===== src/logic/dcm_pkg.sv =====
`default_nettype none

package dcm_pkg;

  // Mode register placement, one per bus side
  localparam logic [7:0]  DCM_MODE_HOST_OFS  = 8'h94;
  localparam logic [8:0]  DCM_MODE_LOCAL_OFS = 9'h114;

  // Field positions inside the mode register
  localparam int          DCM_WIDTH_LSB      = 0;
  localparam int          DCM_WS_LSB         = 2;
  localparam int          DCM_RDY_EN_BIT     = 6;
  localparam int          DCM_CONT_BURST_BIT = 7;
  localparam int          DCM_BURST_EN_BIT   = 8;
  localparam int          DCM_SG_BIT         = 9;
  localparam int          DCM_DONE_IE_BIT    = 10;
  localparam int          DCM_CONST_ADDR_BIT = 11;
  localparam int          DCM_CLR_CNT_BIT    = 16;

  // 32-bit width, zero wait states, ready input enabled
  localparam logic [31:0] DCM_MODE_RESET     = 32'h0000_0043;
  // Only the implemented fields store; the rest read as zero
  localparam logic [31:0] DCM_MODE_WMASK     = 32'h0001_0fff;

  localparam int          DCM_COUNT_W        = 23;
  localparam int          DCM_DATA_W         = 32;
  localparam int          DCM_FIFO_DEPTH     = 16;
  // Index of the fourth data phase in a limited burst
  localparam logic [1:0]  DCM_BURST4_LAST    = 2'h3;

  typedef enum logic [1:0] {
    DCM_W8   = 2'b00,
    DCM_W16  = 2'b01,
    DCM_W32A = 2'b10,
    DCM_W32B = 2'b11
  } dcm_width_t;

  typedef enum logic [2:0] {
    DCM_IDLE  = 3'b000,
    DCM_FETCH = 3'b001,
    DCM_ADDR  = 3'b010,
    DCM_WAIT  = 3'b011,
    DCM_DATA  = 3'b100,
    DCM_CLEAR = 3'b101,
    DCM_DONE  = 3'b110
  } dcm_state_t;

endpackage

`default_nettype wire


===== src/logic/dcm_channel.sv =====
`timescale 1ns/10ps
`default_nettype none

// Overview of operation
// - Width field: 00b 8-bit, 01b 16-bit, 10b/11b 32-bit; resets to 11b.
// - Four-bit field inserts 0..15 wait states before every data phase.
// - Ready enable set: ready input ends data phases; clear: input ignored.
// - Burst style bit: 1 continuous bursts, 0 bursts limited to four phases.
// - Burst style bit, with local burst enable also 1, enables burst terminate, which then overrides ready.
// - Burst transfers only while local burst enable is 1, else single transfers.
// - Scatter/gather fetches address and count from descriptors; else one block.
// - Completion interrupt raised only while done-interrupt enable is 1.
// - With clear-count mode in scatter/gather, interrupt waits until the count is written back zero.
// - Addressing bit 1 holds local address constant; 0 increments after each transfer.
// - Clear-count mode zeroes each descriptor's byte count after its transfer.
module dcm_channel
  import dcm_pkg::*;
#(
  parameter int DATA_W     = DCM_DATA_W,
  parameter int FIFO_DEPTH = DCM_FIFO_DEPTH
) (
  input  wire logic                   clk,
  input  wire logic                   reset_n,
  // Mode register, host bus side
  input  wire logic [7:0]             host_reg_addr,
  input  wire logic                   host_reg_wr,
  input  wire logic                   host_reg_rd,
  input  wire logic [31:0]            host_reg_wdata,
  output logic      [31:0]            host_reg_rdata,
  // Mode register, local bus side
  input  wire logic [8:0]             loc_reg_addr,
  input  wire logic                   loc_reg_wr,
  input  wire logic                   loc_reg_rd,
  input  wire logic [31:0]            loc_reg_wdata,
  output logic      [31:0]            loc_reg_rdata,
  // Block mode start values
  input  wire logic                   start,
  input  wire logic [31:0]            blk_laddr,
  input  wire logic [DCM_COUNT_W-1:0] blk_count,
  output logic                        busy,
  // Descriptor fetch and count write-back
  output logic                        desc_req,
  input  wire logic                   desc_ack,
  input  wire logic [31:0]            desc_laddr,
  input  wire logic [DCM_COUNT_W-1:0] desc_count,
  input  wire logic                   desc_last,
  output logic                        count_clear_req,
  input  wire logic                   count_clear_ack,
  // Data stream to be written out on the local bus
  input  wire logic                   src_valid,
  output logic                        src_ready,
  input  wire logic [DATA_W-1:0]      src_data,
  // Local bus master
  output logic                        lb_addr_strobe,
  output logic      [31:0]            lb_addr,
  output logic      [DATA_W-1:0]      lb_data,
  output logic                        lb_data_valid,
  output logic                        lb_burst_last,
  output logic      [1:0]             lb_width,
  input  wire logic                   transfer_ack_input,
  input  wire logic                   burst_terminate_input,
  // Completion
  output logic                        done_pulse,
  output logic                        dma_irq
);

  generate
    if (DATA_W != 32 || FIFO_DEPTH < 2) begin : g_bad
      $error("dcm_channel: DATA_W must be 32 and FIFO_DEPTH at least 2");
    end
  endgenerate

  logic [31:0]            mode_q;
  logic [31:0]            host_rdata_q;
  logic [31:0]            loc_rdata_q;
  dcm_state_t             state_q;
  dcm_state_t             state_d;
  logic [31:0]            addr_q;
  logic [DCM_COUNT_W-1:0] cnt_q;
  logic                   last_desc_q;
  logic [3:0]             ws_cnt_q;
  logic [1:0]             beat_q;
  logic                   done_q;
  logic                   irq_q;

  logic                   fifo_valid;
  logic [DATA_W-1:0]      fifo_data;

  logic [3:0]             ws;
  logic                   rdy_en;
  logic                   cont_burst;
  logic                   burst_en;
  logic                   sg_mode;
  logic                   done_ie;
  logic                   const_addr;
  logic                   clr_cnt;
  logic                   burst_terminate_input_hit;
  logic                   phase_on;
  logic                   phase_end;
  logic                   last_beat;
  logic                   more_beats;
  logic [DCM_COUNT_W-1:0] step;

  // Bytes moved by one data phase at the selected width
  function automatic logic [DCM_COUNT_W-1:0] dcm_step(input logic [1:0] w);
    case (dcm_width_t'(w))
      DCM_W8:  dcm_step = DCM_COUNT_W'(1);
      DCM_W16: dcm_step = DCM_COUNT_W'(2);
      default: dcm_step = DCM_COUNT_W'(4);
    endcase
  endfunction

  // Where a finished block or descriptor leads
  function automatic dcm_state_t dcm_after_block(input logic sg, input logic clr,
                                                 input logic last);
    if (sg && clr) begin
      dcm_after_block = DCM_CLEAR;
    end else if (sg && !last) begin
      dcm_after_block = DCM_FETCH;
    end else begin
      dcm_after_block = DCM_DONE;
    end
  endfunction

  assign lb_width   = mode_q[DCM_WIDTH_LSB +: 2];
  assign step       = dcm_step(lb_width);
  assign ws         = mode_q[DCM_WS_LSB +: 4];
  assign rdy_en     = mode_q[DCM_RDY_EN_BIT];
  assign cont_burst = mode_q[DCM_CONT_BURST_BIT];
  assign burst_en   = mode_q[DCM_BURST_EN_BIT];
  assign sg_mode    = mode_q[DCM_SG_BIT];
  assign done_ie    = mode_q[DCM_DONE_IE_BIT];
  assign const_addr = mode_q[DCM_CONST_ADDR_BIT];
  assign clr_cnt    = mode_q[DCM_CLR_CNT_BIT];

  // Both bus sides write the same register; host wins a same-cycle clash
  always_ff @(posedge clk or negedge reset_n) begin
    if (!reset_n) begin
      mode_q <= DCM_MODE_RESET;
    end else if (host_reg_wr && host_reg_addr == DCM_MODE_HOST_OFS) begin
      mode_q <= host_reg_wdata & DCM_MODE_WMASK;
    end else if (loc_reg_wr && loc_reg_addr == DCM_MODE_LOCAL_OFS) begin
      mode_q <= loc_reg_wdata & DCM_MODE_WMASK;
    end
  end

  // Reads answer one cycle later; unmapped addresses read zero
  always_ff @(posedge clk or negedge reset_n) begin
    if (!reset_n) begin
      host_rdata_q <= '0;
      loc_rdata_q  <= '0;
    end else begin
      host_rdata_q <= (host_reg_rd && host_reg_addr == DCM_MODE_HOST_OFS) ? mode_q : '0;
      loc_rdata_q  <= (loc_reg_rd && loc_reg_addr == DCM_MODE_LOCAL_OFS) ? mode_q : '0;
    end
  end

  assign host_reg_rdata = host_rdata_q;
  assign loc_reg_rdata  = loc_rdata_q;

  dcm_fifo #(
    .WIDTH (DATA_W),
    .DEPTH (FIFO_DEPTH)
  ) u_fifo (
    .clk       (clk),
    .reset_n   (reset_n),
    .in_valid  (src_valid),
    .in_ready  (src_ready),
    .in_data   (src_data),
    .out_valid (fifo_valid),
    .out_ready (phase_end),
    .out_data  (fifo_data)
  );

  // A data phase only runs with a word at the FIFO head, so an empty FIFO stalls the bus
  assign phase_on   = (state_q == DCM_DATA) && fifo_valid;
  assign burst_terminate_input_hit  = burst_en && cont_burst && burst_terminate_input;
  // Terminate ends the phase even when ready has not come
  assign phase_end  = phase_on && (!rdy_en || transfer_ack_input || burst_terminate_input_hit);
  assign last_beat  = (cnt_q <= step);
  assign more_beats = burst_en && !last_beat && !burst_terminate_input_hit
                      && (cont_burst || beat_q != DCM_BURST4_LAST);

  assign lb_addr_strobe = (state_q == DCM_ADDR) && fifo_valid;
  assign lb_addr        = addr_q;
  assign lb_data        = fifo_data;
  assign lb_data_valid  = phase_on;
  assign lb_burst_last  = phase_on && !more_beats;
  assign busy           = (state_q != DCM_IDLE);
  assign desc_req       = (state_q == DCM_FETCH);
  assign count_clear_req = (state_q == DCM_CLEAR);
  assign done_pulse     = done_q;
  assign dma_irq        = irq_q;

  always_comb begin
    state_d = state_q;
    case (state_q)
      DCM_IDLE: begin
        if (start) begin
          if (sg_mode) begin
            state_d = DCM_FETCH;
          end else if (blk_count == '0) begin
            state_d = DCM_DONE;
          end else begin
            state_d = DCM_ADDR;
          end
        end
      end
      DCM_FETCH: begin
        if (desc_ack) begin
          if (desc_count == '0) begin
            state_d = dcm_after_block(1'b1, clr_cnt, desc_last);
          end else begin
            state_d = DCM_ADDR;
          end
        end
      end
      DCM_ADDR: begin
        if (fifo_valid) begin
          state_d = (ws == 4'h0) ? DCM_DATA : DCM_WAIT;
        end
      end
      DCM_WAIT: begin
        if (ws_cnt_q == 4'h1) begin
          state_d = DCM_DATA;
        end
      end
      DCM_DATA: begin
        if (phase_end) begin
          if (last_beat) begin
            state_d = dcm_after_block(sg_mode, clr_cnt, last_desc_q);
          end else if (more_beats) begin
            state_d = (ws == 4'h0) ? DCM_DATA : DCM_WAIT;
          end else begin
            state_d = DCM_ADDR;
          end
        end
      end
      DCM_CLEAR: begin
        // Completion is held back until the zeroed count is written back
        if (count_clear_ack) begin
          state_d = last_desc_q ? DCM_DONE : DCM_FETCH;
        end
      end
      DCM_DONE: begin
        state_d = DCM_IDLE;
      end
      default: begin
        state_d = DCM_IDLE;
      end
    endcase
  end

  always_ff @(posedge clk or negedge reset_n) begin
    if (!reset_n) begin
      state_q <= DCM_IDLE;
    end else begin
      state_q <= state_d;
    end
  end

  // Transfer address and remaining byte count
  always_ff @(posedge clk or negedge reset_n) begin
    if (!reset_n) begin
      addr_q      <= '0;
      cnt_q       <= '0;
      last_desc_q <= 1'b0;
    end else if (state_q == DCM_IDLE && start && !sg_mode) begin
      addr_q      <= blk_laddr;
      cnt_q       <= blk_count;
      last_desc_q <= 1'b1;
    end else if (state_q == DCM_FETCH && desc_ack) begin
      addr_q      <= desc_laddr;
      cnt_q       <= desc_count;
      last_desc_q <= desc_last;
    end else if (phase_end) begin
      cnt_q <= last_beat ? '0 : cnt_q - step;
      if (!const_addr) begin
        addr_q <= addr_q + {{(32 - DCM_COUNT_W){1'b0}}, step};
      end
    end
  end

  // Wait-state countdown, reloaded before every data phase
  always_ff @(posedge clk or negedge reset_n) begin
    if (!reset_n) begin
      ws_cnt_q <= '0;
    end else if ((state_q == DCM_ADDR && fifo_valid) || phase_end) begin
      ws_cnt_q <= ws;
    end else if (state_q == DCM_WAIT) begin
      ws_cnt_q <= ws_cnt_q - 4'h1;
    end
  end

  // Data phase index within the current burst
  always_ff @(posedge clk or negedge reset_n) begin
    if (!reset_n) begin
      beat_q <= '0;
    end else if (state_q == DCM_ADDR) begin
      beat_q <= '0;
    end else if (phase_end) begin
      beat_q <= beat_q + 2'h1;
    end
  end

  // Completion strobes: done always, interrupt only when enabled
  always_ff @(posedge clk or negedge reset_n) begin
    if (!reset_n) begin
      done_q <= 1'b0;
      irq_q  <= 1'b0;
    end else begin
      done_q <= (state_q == DCM_DONE);
      irq_q  <= (state_q == DCM_DONE) && done_ie;
    end
  end

endmodule

`default_nettype wire


===== src/logic/dcm_fifo.sv =====
`timescale 1ns/10ps
`default_nettype none

module dcm_fifo #(
  parameter int WIDTH = 32,
  parameter int DEPTH = 16
) (
  input  wire logic             clk,
  input  wire logic             reset_n,
  input  wire logic             in_valid,
  output logic                  in_ready,
  input  wire logic [WIDTH-1:0] in_data,
  output logic                  out_valid,
  input  wire logic             out_ready,
  output logic      [WIDTH-1:0] out_data
);

  localparam int AW = (DEPTH > 1) ? $clog2(DEPTH) : 1;
  localparam int CW = $clog2(DEPTH + 1);

  generate
    if (DEPTH < 2 || (DEPTH & (DEPTH - 1)) != 0 || WIDTH < 1) begin : g_bad
      $error("dcm_fifo: DEPTH must be a power of two of at least 2");
    end
  endgenerate

  logic [WIDTH-1:0] mem_q [DEPTH];
  logic [AW-1:0]    wr_ptr_q;
  logic [AW-1:0]    rd_ptr_q;
  logic [CW-1:0]    level_q;
  logic             push;
  logic             pop;

  assign in_ready  = (level_q != CW'(DEPTH));
  assign out_valid = (level_q != '0);
  assign out_data  = mem_q[rd_ptr_q];
  assign push      = in_valid & in_ready;
  assign pop       = out_valid & out_ready;

  always_ff @(posedge clk) begin
    if (push) begin
      mem_q[wr_ptr_q] <= in_data;
    end
  end

  always_ff @(posedge clk or negedge reset_n) begin
    if (!reset_n) begin
      wr_ptr_q <= '0;
      rd_ptr_q <= '0;
      level_q  <= '0;
    end else begin
      if (push) begin
        wr_ptr_q <= wr_ptr_q + AW'(1);
      end
      if (pop) begin
        rd_ptr_q <= rd_ptr_q + AW'(1);
      end
      if (push && !pop) begin
        level_q <= level_q + CW'(1);
      end else if (pop && !push) begin
        level_q <= level_q - CW'(1);
      end
    end
  end

endmodule

`default_nettype wire


===== config.mk =====
export PLATFORM = sky130hd
export DESIGN_NAME = dcm_channel
export DESIGN_NICKNAME = d
export VERILOG_FILES = /design/src/logic/dcm_pkg.sv /design/src/logic/dcm_channel.sv /design/src/logic/dcm_fifo.sv
export SDC_FILE = /design/constraint.sdc
export NUM_CORES = 1
export LEC_CHECK = 0
export ABC_AREA = 1
export ABC_CLOCK_PERIOD_IN_PS = 3800
export BUFFER_PORTS_ARGS = -buffer_cell sky130_fd_sc_hd__buf_4
export CAP_MARGIN = 10
export CORE_MARGIN = 2
export CORE_UTILIZATION = 55
export DETAILED_ROUTE_END_ITERATION = 6
export HOLD_SLACK_MARGIN = 0.08
export MAX_ROUTING_LAYER = met4
export PLACE_DENSITY = 0.77
export RECOVER_POWER = 50
export SETUP_SLACK_MARGIN = 0.4
export SLEW_MARGIN = 10
export SYNTH_ARGS = -nofsm -noshare
export SYNTH_HDL_FRONTEND = slang
export SYNTH_SLANG_ARGS = --single-unit
export TNS_END_PERCENT = 30

===== constraint.sdc =====
create_clock -name clk -period 3.8 [get_ports clk]
set_clock_uncertainty 0.1 [all_clocks]
set_input_delay 0.76 -clock clk [delete_from_list [all_inputs] [get_ports clk]]
set_output_delay 0.76 -clock clk [all_outputs]
set_load 0.02 [all_outputs]

# Word-level counts from Yosys, hierarchy flattened
# Memories as Yosys holds them, arrays and structs flattened.
# Cells that the tools add are included.
# totals
register_bits	176
latchBits	0
ram_bits	512
mem_bits_ro	0
inputBits	236
mem_count	1
# mem_list
name	depth	width	read_ports	rd_ports_with_merged_regs	wr	line	rtl
u_fifo.mem_q	16	32	1	0	1	dcm_fifo.sv:27	logic [WIDTH-1:0] mem_q [DEPTH];
# classes
n_addsub	8
multipliers	0
n_div	0
n_lt_le_gt_ge	1
n_eq_ne	19
shifts	0
n_mux	41
bitwise_logic	2
n_reduce_logical	48
# ops
operator	count
32-bit 2-to-1 mux	8
23-bit 2-to-1 mux	4
3-bit 2-to-1 mux	17
23-bit logical NOT	2
32-bit by 3-bit adder with 32-bit output	1
23-bit by 3-bit less-or-equal comparator with 1-bit output	1
23-bit by 3-bit subtractor with 23-bit output	1
1-bit logical AND	21
3-bit one-hot mux with 6 select lines	1
5-bit 2-to-1 mux	2
2-bit inequality test (second input constant)	5
2-bit nonzero test	5
3-bit == test (second input constant)	3
9-bit == test (second input constant)	1
4-bit by 1-bit adder with 4-bit output (second input constant)	2
8-bit == test (second input constant)	1
1-bit logical NOT	8
4-bit 2-to-1 mux	2
3-bit by 2-bit == test with 1-bit output (second input constant)	2
3-bit one-hot mux with 2 select lines	1
6-bit AND reduction	1
3-bit nonzero test	2
5-bit by 1-bit adder with 5-bit output (second input constant)	1
5-bit inequality test (second input constant)	1
17 further kinds	26

# Depth between registers and ports, before layout
# logic_depth
word_depth	11
ltp_mapped	16
ltp_nobuf	16

# Modules after synthesis
# A second synthesis with hierarchy kept.
# unflattened
hier_cells	3367
area_unflattened_um2	30096.4
# modules_own_cells
module	instances	cells_per_inst	area_per_inst_um2	seq_area_each_um2
dcm_fifo	1	2112	22251.3	15700.1
dcm_channel	1	1255	7845.0	2656.3

# Worst setup path after synthesis
# No wires, ideal clock.
# synth_path
path_type	input -> register
start	input port src_valid
end	memory u_fifo.mem_q[11][0] (enable)
arrival_ns	2.459
slack_ns	0.820
stages	4
n_path_buf	0
path_cell_list	nand2_1 -> clkinv_1 -> nand2_1 -> nor2_1
# synth_via
elab_chain_cells	3
# synth_rtl
element	line	rtl
from (decl)	dcm_channel.sv:50	input wire logic src_valid,
1-bit bitwise AND	dcm_fifo.sv:37	assign push = in_valid & in_ready;
net u_fifo.push	dcm_fifo.sv:31	logic push;
1-bit 2-to-1 mux	dcm_fifo.sv:41	if (push) begin
1-bit 2-to-1 mux (not written as such)	dcm_fifo.sv:42	mem_q[wr_ptr_q] <= in_data;
to (decl)	dcm_fifo.sv:27	
# The timed path passes the listed nets, and every way through them passes these cells.

# Worst setup path in the final report
# layout_path
start	register u_fifo.rd_ptr_q[0]
end	output port lb_data[16]
# layout_via
elab_chain_cells	1
# layout_rtl
element	line	rtl
from (decl)	dcm_fifo.sv:29	logic [AW-1:0] rd_ptr_q;
from (signal assigned)	dcm_fifo.sv:56	rd_ptr_q <= rd_ptr_q + AW'(1);
memory 16 x 32 bit	-	
to (decl)	dcm_channel.sv:56	output logic [DATA_W-1:0] lb_data,
# Every way passes these cells.

==> results.py <==
metrics = {
    "drt": {
        "drt-pass1-iter-count": 6,
        "post-route-drc-count": 0,
        "wire_per_inst_um": 23.5,
        "via_count": 23000,
        "wirelength_um": 88500,
        "drtAntennaViolNets": 0,
        "drtIter0Drc": 2922,
        "vias_per_cell": 6.10,
    },
    "final_layout": {
        "drive_above_1_share_pct": 15.8,
        "area_delta_synth_final_pct": 20.8,
        "fin_util_pct": 67.6,
        "nets": 3294,
        "nFillCells": 3634,
    },
    "setup_path": {
        "end_kind": "output port",
        "crit_family": "buffers and inverters",
        "crit_path_top_delay_cell": "dfrtp_4",
        "critical_path_class": "flop to output port",
        "startpoint": "u_fifo.rd_ptr_q[0]$_DFFE_PN0P_",
        "start_kind": "flop",
        "cp.arrival_ns": 2.68,
        "worstPathRequired_ns": 2.94,
        "timing.rr.end": "cnt_q[3]$_DFFE_PN0P_",
        "path_cells": "buf_12 > buf_4 > bufbuf_16 > nor2_1 > o22ai_1 > o21ai_0 > o22ai_2 > buf_6",
        "cp_max_fo": 33,
        "r2r-start": "state_q[1]$_DFFE_PN0P_",
        "path_buf_inv": 4,
        "rr_worst_depth": 7,
        "rrSetupSlack_ns": 0.49,
        "cpPeakStageDelay_ns": 0.52,
    },
    "hold_path": {
        "min_path_type": "primary input to flop",
        "hold_path_end": "lb_addr[0]$_DFFE_PN0P_",
        "whs_path_depth": 3,
        "worstHoldStart": "blk_laddr[0]",
    },
    "synth": {
        "yosys.cell_types.count": 44,
        "netlist_area_sq_um": 28200,
        "seq_area_frac_synth_pct": 65.2,
        "ys_seq_elements": 631,
        "synthCells": 2728,
        "syn_area_per_cell_sq_um": 10.3,
        "synth_warnings": 0,
    },
    "timing": {
        "max_freq_ghz": 0.283,
        "period_share_pct": 93.1,
        "hold_viol": 0,
        "setup_slack_ns": 0.261,
        "rsz0062_at_grt": "yes",
        "fin_tns_setup_ns": 0,
        "max-slew-margin-rel_pct": -10.4,
        "maxSlewViolCount": 31,
        "setup_viol": 0,
        "min_period_ns": 3.54,
        "worstMarginPinSlew_ns": 1.66,
    },
    "floorplanning": {
        "die_w_um": 230,
        "core_area_sq_um": 50400,
        "dieHeight_um": 230,
        "dieArea_sq_um": 53000,
        "start_util_pct": 55.9,
        "io_pins": 375,
        "num_rows": 82,
    },
    "clock_tree": {
        "cts_buffer_depth": 3,
        "clk_pin_slew_ns": 0.07,
        "cts_tree": "built",
        "cts.sinks": 631,
        "h-tree-depth": 2,
        "cts_made_buffers": 60,
        "cts_root_buffer": "clkbuf_16",
        "clk_latency_ns": 0.65,
    },
    "status": {
        "violations": "capacitance limit, slew limit",
        "status": "complete, but fails checks",
    },
    "global_routing": {
        "grt_pass1_vias": 21700,
        "overflow": 0,
        "grt_pass1_wl_um": 127000,
        "antenna_found_initial": 4,
        "grt_max_degree": 66,
        "grt_use_total_pct": 32.4,
    },
    "placed_design": {
        "place.port_buffers": 298,
        "gp_congestion": 0.992,
        "hpwl_um": 49100,
        "post-place-ws_ns": 0.477,
    },
    "power": {
        "power_leakage_uw": 0.0134,
        "ir_worst_vdd_mv": 0.529,
        "clkPwrFrac_pct": 23.2,
        "p_int_uw": 16000,
        "p_per_area_nw_per_um2": 780,
        "seqPwrFrac_pct": 34.4,
        "power_switching_uw": 10600,
        "combPwrFrac_pct": 42.5,
        "swShare_pct": 39.9,
    },
    "run": {
        "drv_cap": 1,
    },
}
## power groups by stage
stage | logic, uW | clock network (uW) | registers (uW)
floorplan | 5900 | 0 | 9170
global placement | 9130 | 0 | 9220
detailed placement | 9390 | 0 | 9270
CTS | 10200 | 6160 | 9110
global route | 12000 | 6450 | 9210
finish | 11300 | 6150 | 9130
## metal layers
| metal | vias to the layer above | part of all wire (%) | global-route usage (%) |
|---|---|---|---|
| met5 | - | 0 | - |
| li1 | 10000 | - | - |
| met2 | 1514 | 49 | 51.9 |
| met1 | 11100 | 37 | 41.7 |
| met3 | 275 | 10 | 5.18 |
| met4 | 0 | 4.2 | 12.5 |
## tightest hold or removal path: cells and delay by family
kind	cells	cell delay [ns]
buf+inv	1	0.08
simple gates	1	0.06
compound gates	1	0.09
## placed cells by master (no fill, tap or decap), types with 4 or more instances in the layout
| master | n |
|---|---|
| a21oi_1 | 55 |
| a22oi_1 | 6 |
| buf_12 | 21 |
| buf_16 | 11 |
| buf_4 | 276 |
| buf_6 | 9 |
| bufinv_16 | 8 |
| clkbuf_1 | 66 |
| clkbuf_16 | 69 |
| clkinv_1 | 11 |
| clkinv_2 | 12 |
| clkinvlp_4 | 7 |
| conb_1 | 38 |
| dfrtp_1 | 112 |
| diode_2 | 4 |
| edfxtp_1 | 512 |
| ha_1 | 16 |
| inv_1 | 134 |
| inv_2 | 7 |
| nand2_1 | 439 |
| nand3_1 | 68 |
| nand3b_1 | 7 |
| nand4_1 | 22 |
| nor2_1 | 497 |
| nor2_4 | 18 |
| nor3_1 | 15 |
| nor4_1 | 4 |
| o211ai_1 | 7 |
| o21ai_0 | 343 |
| o21ai_1 | 44 |
| o21bai_1 | 6 |
| o221ai_1 | 5 |
| o22ai_1 | 145 |
| o22ai_2 | 9 |
| xnor2_1 | 5 |
| xor2_1 | 29 |
## state kept, by name, summed over array words and instances (netlist names)
signal / count
dma_irq: 1
last_desc_q: 1
done_pulse: 1
u_fifo.level_q: 5
u_fifo.wr_ptr_q: 4
mode_q: 13
beat_q: 2
u_fifo.mem_q: 512
loc_reg_rdata: 13
cnt_q: 23
ws_cnt_q: 4
u_fifo.rd_ptr_q: 4
lb_addr: 32
state_q: 3
host_reg_rdata: 13
## stage by stage
step / instance area [sq um] / hold slack (ns) / instances / power [uW]
2_1_floorplan: 28300 / 0.349 / 2765 / 15100
3_3_place_gp: 31200 / 0.368 / 3599 / 18300
3_5_place_dp: 31200 / 0.391 / 3599 / 18700
4_1_cts: 33700 / 0.252 / 3731 / 25500
5_1_grt: 34000 / 0.309 / 3762 / 27700
6_report: 34000 / 0.289 / 3762 / 26500
## layout make-up
| cell class | instances | area [sq um] | share of cell area [%] |
|---|---|---|---|
| clock buffer | 71 | 1540 | 4.53 |
| tap | 672 | 841 | 2.47 |
| inverter | 145 | 578 | 1.70 |
| timing repair buffer | 390 | 3450 | 10.1 |
| sequential | 631 | 18400 | 54.0 |
| antenna | 4 | 10.0 | 0.0294 |
| timing repair inverter | 1 | 8.76 | 0.0257 |
| multi-input combinational | 1808 | 8770 | 25.8 |
| clock inverter | 40 | 470 | 1.38 |
## worst max path at each step
stage	endpoint	slack [ns]	cells after the start
5_1_grt	lb_data[26]	0.20	8
4_1_cts	lb_data[25]	0.37	7
2_1_floorplan	u_fifo.mem_q[11][0]$_DFFE_PP_	0.82	4
3_3_place_gp	lb_data[11]	0.69	6
3_5_place_dp	lb_data[11]	0.48	6
6_report	lb_data[16]	0.26	8
## kinds of logic (layout without fill, tap and decap cells)
group | count (synthesis) | count (layout) | synth area share (%)
compound gates | 632 | 632 | 12.3
xor+xnor | 34 | 34 | 1.06
fa+ha+maj | 21 | 21 | 1.01
buf+inv | 326 | 647 | 5.03
flops | 631 | 631 | 65.2
other cells | 1 | 42 | 0.0133
simple gates | 1083 | 1083 | 15.4
## timing repair
item / in CTS / in global routing
setup endpoints to repair: 33 / 33
pin swaps: 3 / 26
resized for setup: 34 / 51
gates cloned: 6 / 12
endpoints found under the hold margin: 33 / 0
hold buffers: 1 / 0
setup buffers: 14 / 15
## cells in the mapped netlist (all sizes together)
library cell	count	area share (%)
dfstp	3	0.28
o21ai	387	6.9
inv	144	1.9
edfxtp	512	55
o22ai	154	3.4
o211ai	8	0.23
or2	1	0.022
nor4	4	0.089
o221ai	5	0.16
clkbuf	108	1.4
a31oi	1	0.022
xnor2	5	0.16
buf	73	1.7
clkinv	1	0.013
nor3	15	0.31
nor2	519	7.0
a22oi	9	0.24
a21boi	1	0.027
o21bai	6	0.16
nand3b	7	0.19
nand2	442	6.0
ha	18	0.80
a21o	2	0.053
dfrtp	116	10
nand3	72	1.3
conb	1	0.013
a21oi	56	1.0
nand2b	1	0.022
fa	3	0.21
xor2	29	0.90
nand4	22	0.49
o21a	3	0.080
No activity file was read; power rests on OpenSTA's default activity.
